--- src/shared/bank_c_defs.svh ---
`ifndef BANK_C_DEFS_SVH
`define BANK_C_DEFS_SVH
// Contract
// [RULE1] Divide code bits 5:0 at 0x20, reset 0x0d; some codes reserved.
// [RULE2] A new divide code takes effect only when the apply bit toggles.
// [RULE3] Bank power-down, bit 7 at 0x22, reset 0, stops bank and outputs.
// [RULE4] Software also sets both output power-down bits when bank goes down.
// [RULE5] Source select 0 (reset): divide code and bank power-down from pins.
// [RULE6] Source select 1: divide code and bank power-down from registers.
// [RULE7] Output power-down bit 7 at 0x24 and 0x25, reset 0, one per output.
// [RULE8] Reserved bits are written as zero; their read value is undefined.
// [RULE9] Pins pick divide code and power-down from a configurable table.

// ---------------------------------------------------------------
// Register offsets
// ---------------------------------------------------------------
`define BANK_C_OFS_DIVIDE 8'h20
`define BANK_C_OFS_RSVD_A 8'h21
`define BANK_C_OFS_POWER_SOURCE 8'h22
`define BANK_C_OFS_RSVD_B 8'h23
`define BANK_C_OFS_OUT0_PD 8'h24
`define BANK_C_OFS_OUT1_PD 8'h25

// ---------------------------------------------------------------
// Field positions and reset values
// ---------------------------------------------------------------
`define BANK_C_DIV_MSB 5
`define BANK_C_PD_BIT 7
`define BANK_C_SRC_BIT 0
`define BANK_C_DIV_RESET 6'h0d
`define BANK_C_BIT_RESET 1'h0
`define BANK_C_BYTE_ZERO 8'h00
`define BANK_C_NUM_OUTPUTS 2

// ---------------------------------------------------------------
// Default pin table (arbitrary plain values)
// ---------------------------------------------------------------
`define BANK_C_PIN_CODES '{6'h0d, 6'h0f, 6'h09, 6'h07}
`define BANK_C_PIN_PDS '{1'h0, 1'h0, 1'h0, 1'h1}

`endif

--- src/shared/bank_c_pkg.sv ---
package bank_c_pkg;

	typedef logic [5:0] div_code_t;
	typedef logic [7:0] div_ratio_t;
	typedef logic [7:0] reg_byte_t;

	// Ratio per code; reserved codes show 0
	localparam div_ratio_t ratio_table [64] = '{
		8'h00, 8'h00, 8'h02, 8'h03, 8'h04, 8'h05, 8'h06, 8'h08,
		8'h09, 8'h0a, 8'h0c, 8'h0e, 8'h0f, 8'h10, 8'h12, 8'h14,
		8'h15, 8'h16, 8'h18, 8'h19, 8'h1b, 8'h1c, 8'h1e, 8'h20,
		8'h21, 8'h23, 8'h24, 8'h28, 8'h2a, 8'h2c, 8'h2d, 8'h30,
		8'h32, 8'h36, 8'h37, 8'h38, 8'h3c, 8'h40, 8'h42, 8'h46,
		8'h48, 8'h50, 8'h54, 8'h58, 8'h5a, 8'h60, 8'h64, 8'h6c,
		8'h6e, 8'h70, 8'h78, 8'h80, 8'h84, 8'h8c, 8'h90,
		8'ha0, 8'hb0, 8'hb4, 8'hc8, 8'hdc,
		8'h00, 8'h00, 8'h00, 8'h00
	};

endpackage : bank_c_pkg

--- src/core/bank_c_divider_control.sv ---
`timescale 1ns/100ps
`include "bank_c_defs.svh"

module bank_c_divider_control #(
	parameter logic [5:0] PIN_CODE_TABLE [4] = `BANK_C_PIN_CODES,
	parameter logic PIN_PD_TABLE [4] = `BANK_C_PIN_PDS
) (
	input wire logic i_ref_clk,
	input wire logic i_rst,
	input wire logic i_ce,
	input wire logic i_wr,
	input wire logic i_rd,
	input wire logic [7:0] i_addr,
	input wire logic [7:0] i_wdata,
	input wire logic i_apply_toggle,
	input wire logic [1:0] i_ctrl_pins,
	output logic [7:0] o_rdata,
	output logic [5:0] o_divide_code,
	output logic [7:0] o_divide_ratio,
	output logic o_bank_powerdown,
	output logic [1:0] o_output_powerdown
);

	// -----------------------------------------------------------
	// State
	// -----------------------------------------------------------
	bank_c_pkg::div_code_t divide_code;
	bank_c_pkg::div_code_t next_divide_code;
	logic bank_c_powerdown;
	logic next_bank_c_powerdown;
	logic bank_c_source_select;
	logic next_bank_c_source_select;
	logic [1:0] output_c_powerdown;
	logic [1:0] next_output_c_powerdown;
	bank_c_pkg::reg_byte_t rdata;
	bank_c_pkg::reg_byte_t next_rdata;
	logic [1:0] pin_s1;
	logic [1:0] pin_s2;
	logic [1:0] pin_s3;
	logic [1:0] pin_stable;
	logic [1:0] next_pin_stable;
	logic apply_prev;
	logic next_apply_prev;
	bank_c_pkg::div_code_t applied_code;
	bank_c_pkg::div_code_t next_applied_code;
	bank_c_pkg::div_ratio_t applied_ratio;
	bank_c_pkg::div_ratio_t next_applied_ratio;
	logic bank_pd_out;
	logic next_bank_pd_out;
	logic [1:0] out_pd;
	logic [1:0] next_out_pd;

	logic apply_evt;
	bank_c_pkg::div_code_t eff_code;
	logic eff_pd;

	function automatic bank_c_pkg::reg_byte_t pd_byte(input logic bit_v);
		bank_c_pkg::reg_byte_t b;
		b = `BANK_C_BYTE_ZERO;
		b[`BANK_C_PD_BIT] = bit_v;
		return b;
	endfunction : pd_byte

	// -----------------------------------------------------------
	// Pin synchroniser
	// -----------------------------------------------------------
	// Three stages; the first is read only by the second
	always_ff @(posedge i_ref_clk) begin
		if (i_rst) begin
			pin_s1 <= {2{`BANK_C_BIT_RESET}};
			pin_s2 <= {2{`BANK_C_BIT_RESET}};
			pin_s3 <= {2{`BANK_C_BIT_RESET}};
		end else if (i_ce) begin
			pin_s1 <= i_ctrl_pins;
			pin_s2 <= pin_s1;
			pin_s3 <= pin_s2;
		end
	end

	always_comb begin
		next_pin_stable = pin_stable;
		if (i_ce && (pin_s2 == pin_s3)) begin
			next_pin_stable = pin_s3;
		end
	end

	// -----------------------------------------------------------
	// Source selection
	// -----------------------------------------------------------
	always_comb begin
		// [RULE6] Register-sourced settings
		eff_code = divide_code;
		eff_pd = bank_c_powerdown;
		if (!bank_c_source_select) begin
			// [RULE5] Pin-sourced settings
			// [RULE9] Table lookup of pins
			eff_code = PIN_CODE_TABLE[pin_stable];
			eff_pd = PIN_PD_TABLE[pin_stable];
		end
	end

	assign apply_evt = i_apply_toggle != apply_prev;

	// -----------------------------------------------------------
	// Register file
	// -----------------------------------------------------------
	always_comb begin
		next_divide_code = divide_code;
		next_bank_c_powerdown = bank_c_powerdown;
		next_bank_c_source_select = bank_c_source_select;
		next_output_c_powerdown = output_c_powerdown;
		next_rdata = rdata;
		if (i_ce && i_wr) begin
			case (i_addr)
				`BANK_C_OFS_DIVIDE: begin
					// [RULE1] Store divide code
					next_divide_code = i_wdata[`BANK_C_DIV_MSB:0];
				end
				`BANK_C_OFS_POWER_SOURCE: begin
					next_bank_c_powerdown = i_wdata[`BANK_C_PD_BIT];
					next_bank_c_source_select = i_wdata[`BANK_C_SRC_BIT];
				end
				`BANK_C_OFS_OUT0_PD: begin
					// [RULE7] Per-output bit
					next_output_c_powerdown[0] = i_wdata[`BANK_C_PD_BIT];
				end
				`BANK_C_OFS_OUT1_PD: begin
					next_output_c_powerdown[1] = i_wdata[`BANK_C_PD_BIT];
				end
				default: begin
				end
			endcase
		end
		if (i_ce && i_rd) begin
			// [RULE8] Reserved bits read zero
			case (i_addr)
				`BANK_C_OFS_DIVIDE: begin
					next_rdata = {2'h0, divide_code};
				end
				`BANK_C_OFS_POWER_SOURCE: begin
					next_rdata = pd_byte(bank_c_powerdown);
					next_rdata[`BANK_C_SRC_BIT] = bank_c_source_select;
				end
				`BANK_C_OFS_OUT0_PD: begin
					next_rdata = pd_byte(output_c_powerdown[0]);
				end
				`BANK_C_OFS_OUT1_PD: begin
					next_rdata = pd_byte(output_c_powerdown[1]);
				end
				default: begin
					next_rdata = `BANK_C_BYTE_ZERO;
				end
			endcase
		end
	end

	// -----------------------------------------------------------
	// Applied settings
	// -----------------------------------------------------------
	always_comb begin
		next_apply_prev = apply_prev;
		next_applied_code = applied_code;
		next_applied_ratio = applied_ratio;
		next_bank_pd_out = bank_pd_out;
		next_out_pd = out_pd;
		if (i_ce) begin
			next_apply_prev = i_apply_toggle;
			// [RULE2] Divider latches only on toggle
			if (apply_evt) begin
				next_applied_code = eff_code;
				next_applied_ratio = bank_c_pkg::ratio_table[eff_code];
			end
			// [RULE3] Bank down forces outputs down
			next_bank_pd_out = eff_pd;
			next_out_pd = output_c_powerdown | {2{eff_pd}};
		end
	end

	always_ff @(posedge i_ref_clk) begin
		if (i_rst) begin
			divide_code <= `BANK_C_DIV_RESET;
			bank_c_powerdown <= `BANK_C_BIT_RESET;
			bank_c_source_select <= `BANK_C_BIT_RESET;
			output_c_powerdown <= {2{`BANK_C_BIT_RESET}};
			rdata <= `BANK_C_BYTE_ZERO;
			pin_stable <= {2{`BANK_C_BIT_RESET}};
			apply_prev <= `BANK_C_BIT_RESET;
			applied_code <= `BANK_C_DIV_RESET;
			applied_ratio <= bank_c_pkg::ratio_table[`BANK_C_DIV_RESET];
			bank_pd_out <= `BANK_C_BIT_RESET;
			out_pd <= {2{`BANK_C_BIT_RESET}};
		end else begin
			divide_code <= next_divide_code;
			bank_c_powerdown <= next_bank_c_powerdown;
			bank_c_source_select <= next_bank_c_source_select;
			output_c_powerdown <= next_output_c_powerdown;
			rdata <= next_rdata;
			pin_stable <= next_pin_stable;
			apply_prev <= next_apply_prev;
			applied_code <= next_applied_code;
			applied_ratio <= next_applied_ratio;
			bank_pd_out <= next_bank_pd_out;
			out_pd <= next_out_pd;
		end
	end

	assign o_rdata = rdata;
	assign o_divide_code = applied_code;
	assign o_divide_ratio = applied_ratio;
	assign o_bank_powerdown = bank_pd_out;
	assign o_output_powerdown = out_pd;

	// -----------------------------------------------------------
	// Checks
	// -----------------------------------------------------------
	AST_DIV_RESET: assert property (@(posedge i_ref_clk) // [RULE1]
		$fell(i_rst) |-> divide_code == `BANK_C_DIV_RESET
			&& o_divide_code == `BANK_C_DIV_RESET)
		else $error("divide code not at reset value");

	AST_APPLY_HOLD: assert property (@(posedge i_ref_clk) // [RULE2]
		disable iff (i_rst) (!apply_evt || !i_ce) |=> $stable(o_divide_code))
		else $error("divider changed without apply toggle");

	AST_APPLY_TAKE: assert property (@(posedge i_ref_clk) // [RULE2]
		disable iff (i_rst) (apply_evt && i_ce)
			|=> o_divide_code == $past(eff_code)
			&& o_divide_ratio == bank_c_pkg::ratio_table[o_divide_code])
		else $error("apply toggle did not load divider");

	AST_BANK_PD: assert property (@(posedge i_ref_clk) // [RULE3]
		disable iff (i_rst) o_bank_powerdown |-> o_output_powerdown == 2'h3)
		else $error("outputs running while bank down");

	AST_PIN_MODE: assert property (@(posedge i_ref_clk) // [RULE5]
		disable iff (i_rst) (!bank_c_source_select && i_ce)
			|=> o_bank_powerdown == PIN_PD_TABLE[$past(pin_stable)])
		else $error("pin mode power-down mismatch");

	AST_REG_MODE: assert property (@(posedge i_ref_clk) // [RULE6]
		disable iff (i_rst) (bank_c_source_select && i_ce)
			|=> o_bank_powerdown == $past(bank_c_powerdown))
		else $error("register mode power-down mismatch");

	AST_OUT_PD: assert property (@(posedge i_ref_clk) // [RULE7]
		disable iff (i_rst) (i_ce && i_wr && i_addr == `BANK_C_OFS_OUT1_PD)
			##1 i_ce |=> o_output_powerdown[1]
			== ($past(i_wdata[`BANK_C_PD_BIT], 2) | o_bank_powerdown))
		else $error("output power-down write not honoured");

	AST_RSVD_READ: assert property (@(posedge i_ref_clk) // [RULE8]
		disable iff (i_rst) (i_ce && i_rd && i_addr == `BANK_C_OFS_RSVD_A)
			|=> o_rdata == `BANK_C_BYTE_ZERO)
		else $error("reserved register read not zero");

	AST_PIN_TABLE: assert property (@(posedge i_ref_clk) // [RULE9]
		disable iff (i_rst) (!bank_c_source_select && apply_evt && i_ce)
			|=> o_divide_code == PIN_CODE_TABLE[$past(pin_stable)])
		else $error("pin table code not applied");

	COV_REG_APPLY: cover property (@(posedge i_ref_clk) disable iff (i_rst)
		bank_c_source_select && apply_evt && i_ce);
	COV_PIN_APPLY: cover property (@(posedge i_ref_clk) disable iff (i_rst)
		!bank_c_source_select && apply_evt && i_ce);
	COV_BANK_DOWN: cover property (@(posedge i_ref_clk) disable iff (i_rst)
		$rose(o_bank_powerdown));

endmodule : bank_c_divider_control

--- config.mk ---
export PLATFORM = sky130hd
export DESIGN_NAME = bank_c_divider_control
export DESIGN_NICKNAME = d
export VERILOG_FILES = /design/src/shared/bank_c_pkg.sv /design/src/core/bank_c_divider_control.sv
export VERILOG_INCLUDE_DIRS = /design/src /design/src/shared
export SDC_FILE = /design/constraint.sdc
export NUM_CORES = 1
export LEC_CHECK = 0
export ABC_AREA = 1
export ABC_CLOCK_PERIOD_IN_PS = 2300
export BUFFER_PORTS_ARGS = -buffer_cell sky130_fd_sc_hd__buf_2
export CAP_MARGIN = 20
export CORE_MARGIN = 2
export CORE_UTILIZATION = 55
export DETAILED_ROUTE_END_ITERATION = 12
export HOLD_SLACK_MARGIN = 0.02
export PLACE_DENSITY = 0.8
export SLEW_MARGIN = 25
export SYNTH_ARGS = -nofsm -noshare
export SYNTH_HDL_FRONTEND = slang
export SYNTH_SLANG_ARGS = --single-unit
export TNS_END_PERCENT = 1
--- constraint.sdc ---
create_clock -name i_ref_clk -period 2.3 [get_ports i_ref_clk]
set_input_delay 0.46 -clock i_ref_clk [delete_from_list [all_inputs] [get_ports i_ref_clk]]
set_output_delay 0.46 -clock i_ref_clk [all_outputs]
set_load 0.02 [all_outputs]
==> results.sh <==
export IMPL_die_area_um2=5098
export IMPL_use_met3=0.05063
export IMPL_grtUsageTotal=0.2380
export IMPL_syn_inst=376
export IMPL_ys_seq_area_frac=0.3445
export IMPL_leakage_nw=1.389
export IMPL_rsz0062_at_grt="false"
export IMPL_cap_violations=0
export IMPL_initial_core_util=0.5739
export IMPL_num_vias=2513
export IMPL_wl_per_cell_um=12.18
export IMPL_cts_inserted_buffers=5
export IMPL_cts_setup_buffers=0
export IMPL_tns_ps=0
export IMPL_cp_max_fo=7
export IMPL_clockBufferDepth=2
export IMPL_ys_flop_type="dfxtp_1"
export IMPL_antenna_found_initial=0
export IMPL_slew_viol_final=0
export IMPL_worstSetupEndpointType="register"
export IMPL_routed_wl_um=5760
export IMPL_synth_edf_count=0
export IMPL_finalCritPeriodShare=0.8743
export IMPL_use_met1=0.3083
export IMPL_hold_viol_final=0
export IMPL_antenna_cells=0
export IMPL_syn_cell_area_um2=2499
export IMPL_status="finished, final reports clean"
export IMPL_cts_htree_levels=2
export IMPL_place_congestion=0.9202
export IMPL_grt_pass1_vias=2196
export IMPL_hp_class="input port to register"
export IMPL_final_cell_mix="nand2_1 (87), buf_2 (46), dfxtp_1 (43)"
export IMPL_port_buffers=46
export IMPL_finClkSkew_ps=6.816
export IMPL_power_total_mw=1.603
export IMPL_start_kind="register"
export IMPL_clock_fmax_mhz=497.3
export IMPL_die_h_um=71.40
export IMPL_setup_viol=0
export IMPL_cp_required_ps=2510
export IMPL_cts_root_buf="clkbuf_8"
export IMPL_area_growth_pct=13.57
export IMPL_ir_drop_uv=432.6
export IMPL_critPathKind="register to register"
export IMPL_period_needed_ps=2011
export IMPL_num_rows=24
export IMPL_cts_resized=0
export IMPL_die_w_um=71.40
export IMPL_grt_pass1_wl_um=9749
export IMPL_syn_avg_cell_area_um2=6.645
export IMPL_hold_buffers=0
export IMPL_cts_tree="built"
export IMPL_powerDensity_nw_per_um2=565.0
export IMPL_synth_seq_cells=43
export IMPL_synth_fp_nets=407
export IMPL_overflow=0
export IMPL_async_reset_ff_frac=0
export IMPL_ios=49
export IMPL_drtIter0Drc=246
export IMPL_grt_max_degree=29
export IMPL_clock_latency_ps=310
export IMPL_nNetsFinal=451
export IMPL_cp_arrival_ps=2220
export IMPL_layout_commonest_cell="nand2_1"
export IMPL_drive_gt1_frac=0.2067
export IMPL_use_met2=0.3961
export IMPL_yosysUniqueCellTypes=33
export IMPL_core_um2=4354
export IMPL_synth_warnings=0
export IMPL_dp_hpwl_um=4389
export IMPL_ant_nets=0
export IMPL_viasPerCell=5.313
export IMPL_clock_sinks=43
export IMPL_dr_pass1_iters=4
export IMPL_cts_clk_slew_worst_paths_ps=90
export IMPL_globalRoute_busiestLayer="met2"
export IMPL_route_detailed_drc=0
## path summary, 6_finish.rpt
check	endpoint	cells after the start	slack, ps	startpoint
worst min register to register	o_divide_ratio[7]	2	460	o_divide_ratio[7]
worst max-delay path	o_divide_ratio[4]	11	290	bank_c_source_select
worst min-delay path	pin_s1[1]	3	360	i_ctrl_pins[1]
worst max register to register	o_divide_ratio[4]	11	290	bank_c_source_select
## state kept, by name, indices dropped and copies added, names as in the netlist
register	flops
o_bank_powerdown	1
o_output_powerdown	2
divide_code	6
bank_c_powerdown	1
bank_c_source_select	1
o_rdata	7
o_divide_ratio	8
pin_s2	2
output_c_powerdown	2
apply_prev	1
pin_s1	2
o_divide_code	6
pin_stable	2
pin_s3	2
## kinds of logic after synthesis
group,Yosys count,synth area share
compound gates,80,0.1803
buf+inv,63,0.1137
simple gates,180,0.3180
flops,43,0.3445
xor+xnor,2,0.007012
fa+ha+maj,7,0.03505
other cells,1,0.001501
## worst max-delay path, stage by stage (launching register included)
cell     delay (ps)
dfxtp_1         510
inv_2           130
nand2_2         110
nand2_2         130
inv_2           150
ha_1            260
a21oi_1         200
o21ai_0         110
nand3_1         110
nand3_1          80
nand2_1          80
nand2_1          40
## cell usage after synthesis (6+ instances only)
| cell | count | area, um^2 |
|---|---|---|
| inv_1 | 38 | 142.6 |
| o211ai_1 | 11 | 82.58 |
| a21oi_1 | 29 | 145.1 |
| inv_2 | 7 | 26.28 |
| ha_1 | 7 | 87.58 |
| nor2_1 | 37 | 138.9 |
| nand2_1 | 87 | 326.6 |
| nand3_1 | 32 | 160.2 |
| clkbuf_1 | 6 | 22.52 |
| o21ai_0 | 27 | 135.1 |
| dfxtp_1 | 43 | 860.8 |
| nand2_2 | 8 | 50.05 |
| o21ai_1 | 6 | 30.03 |
## through the flow
stage	cell area, um^2	hold slack (ps)	worst slack, ps	utilization	instances
floorplan	2499	437.4	645.8	-	376
global placement	2743	446.4	330.6	0.6299	465
detailed placement	2743	451.7	318.4	0.6299	465
CTS	2838	361.9	308.3	0.6517	473
global route	2838	366.9	106.4	0.6517	473
finish	2838	364.1	289.0	0.6517	473
## power breakdown
| part | total [mW] | switching (mW) | internal (mW) |
|---|---|---|---|
| clock | 0.521 | 0.297 | 0.224 |
| combinational | 0.286 | 0.187 | 0.0985 |
| sequential | 0.797 | 0.0187 | 0.778 |
## layout make-up
cell class / instances / area [um^2]
timing repair buffer: 54 / 290.3
clock inverter: 3 / 26.28
fill: 403 / 1516
inverter: 46 / 172.7
sequential: 43 / 860.8
multi-input combinational: 270 / 1354
clock buffer: 5 / 68.82
tap: 52 / 65.06
## per-layer routing
metal  part of all wire  vias to the layer above
li1                   -                     1316
met1               0.47                     1120
met2               0.47                       70
met3              0.049                        7
met4              0.013                        0
met5                  0                        -
No activity file was read; power rests on OpenSTA's default activity.
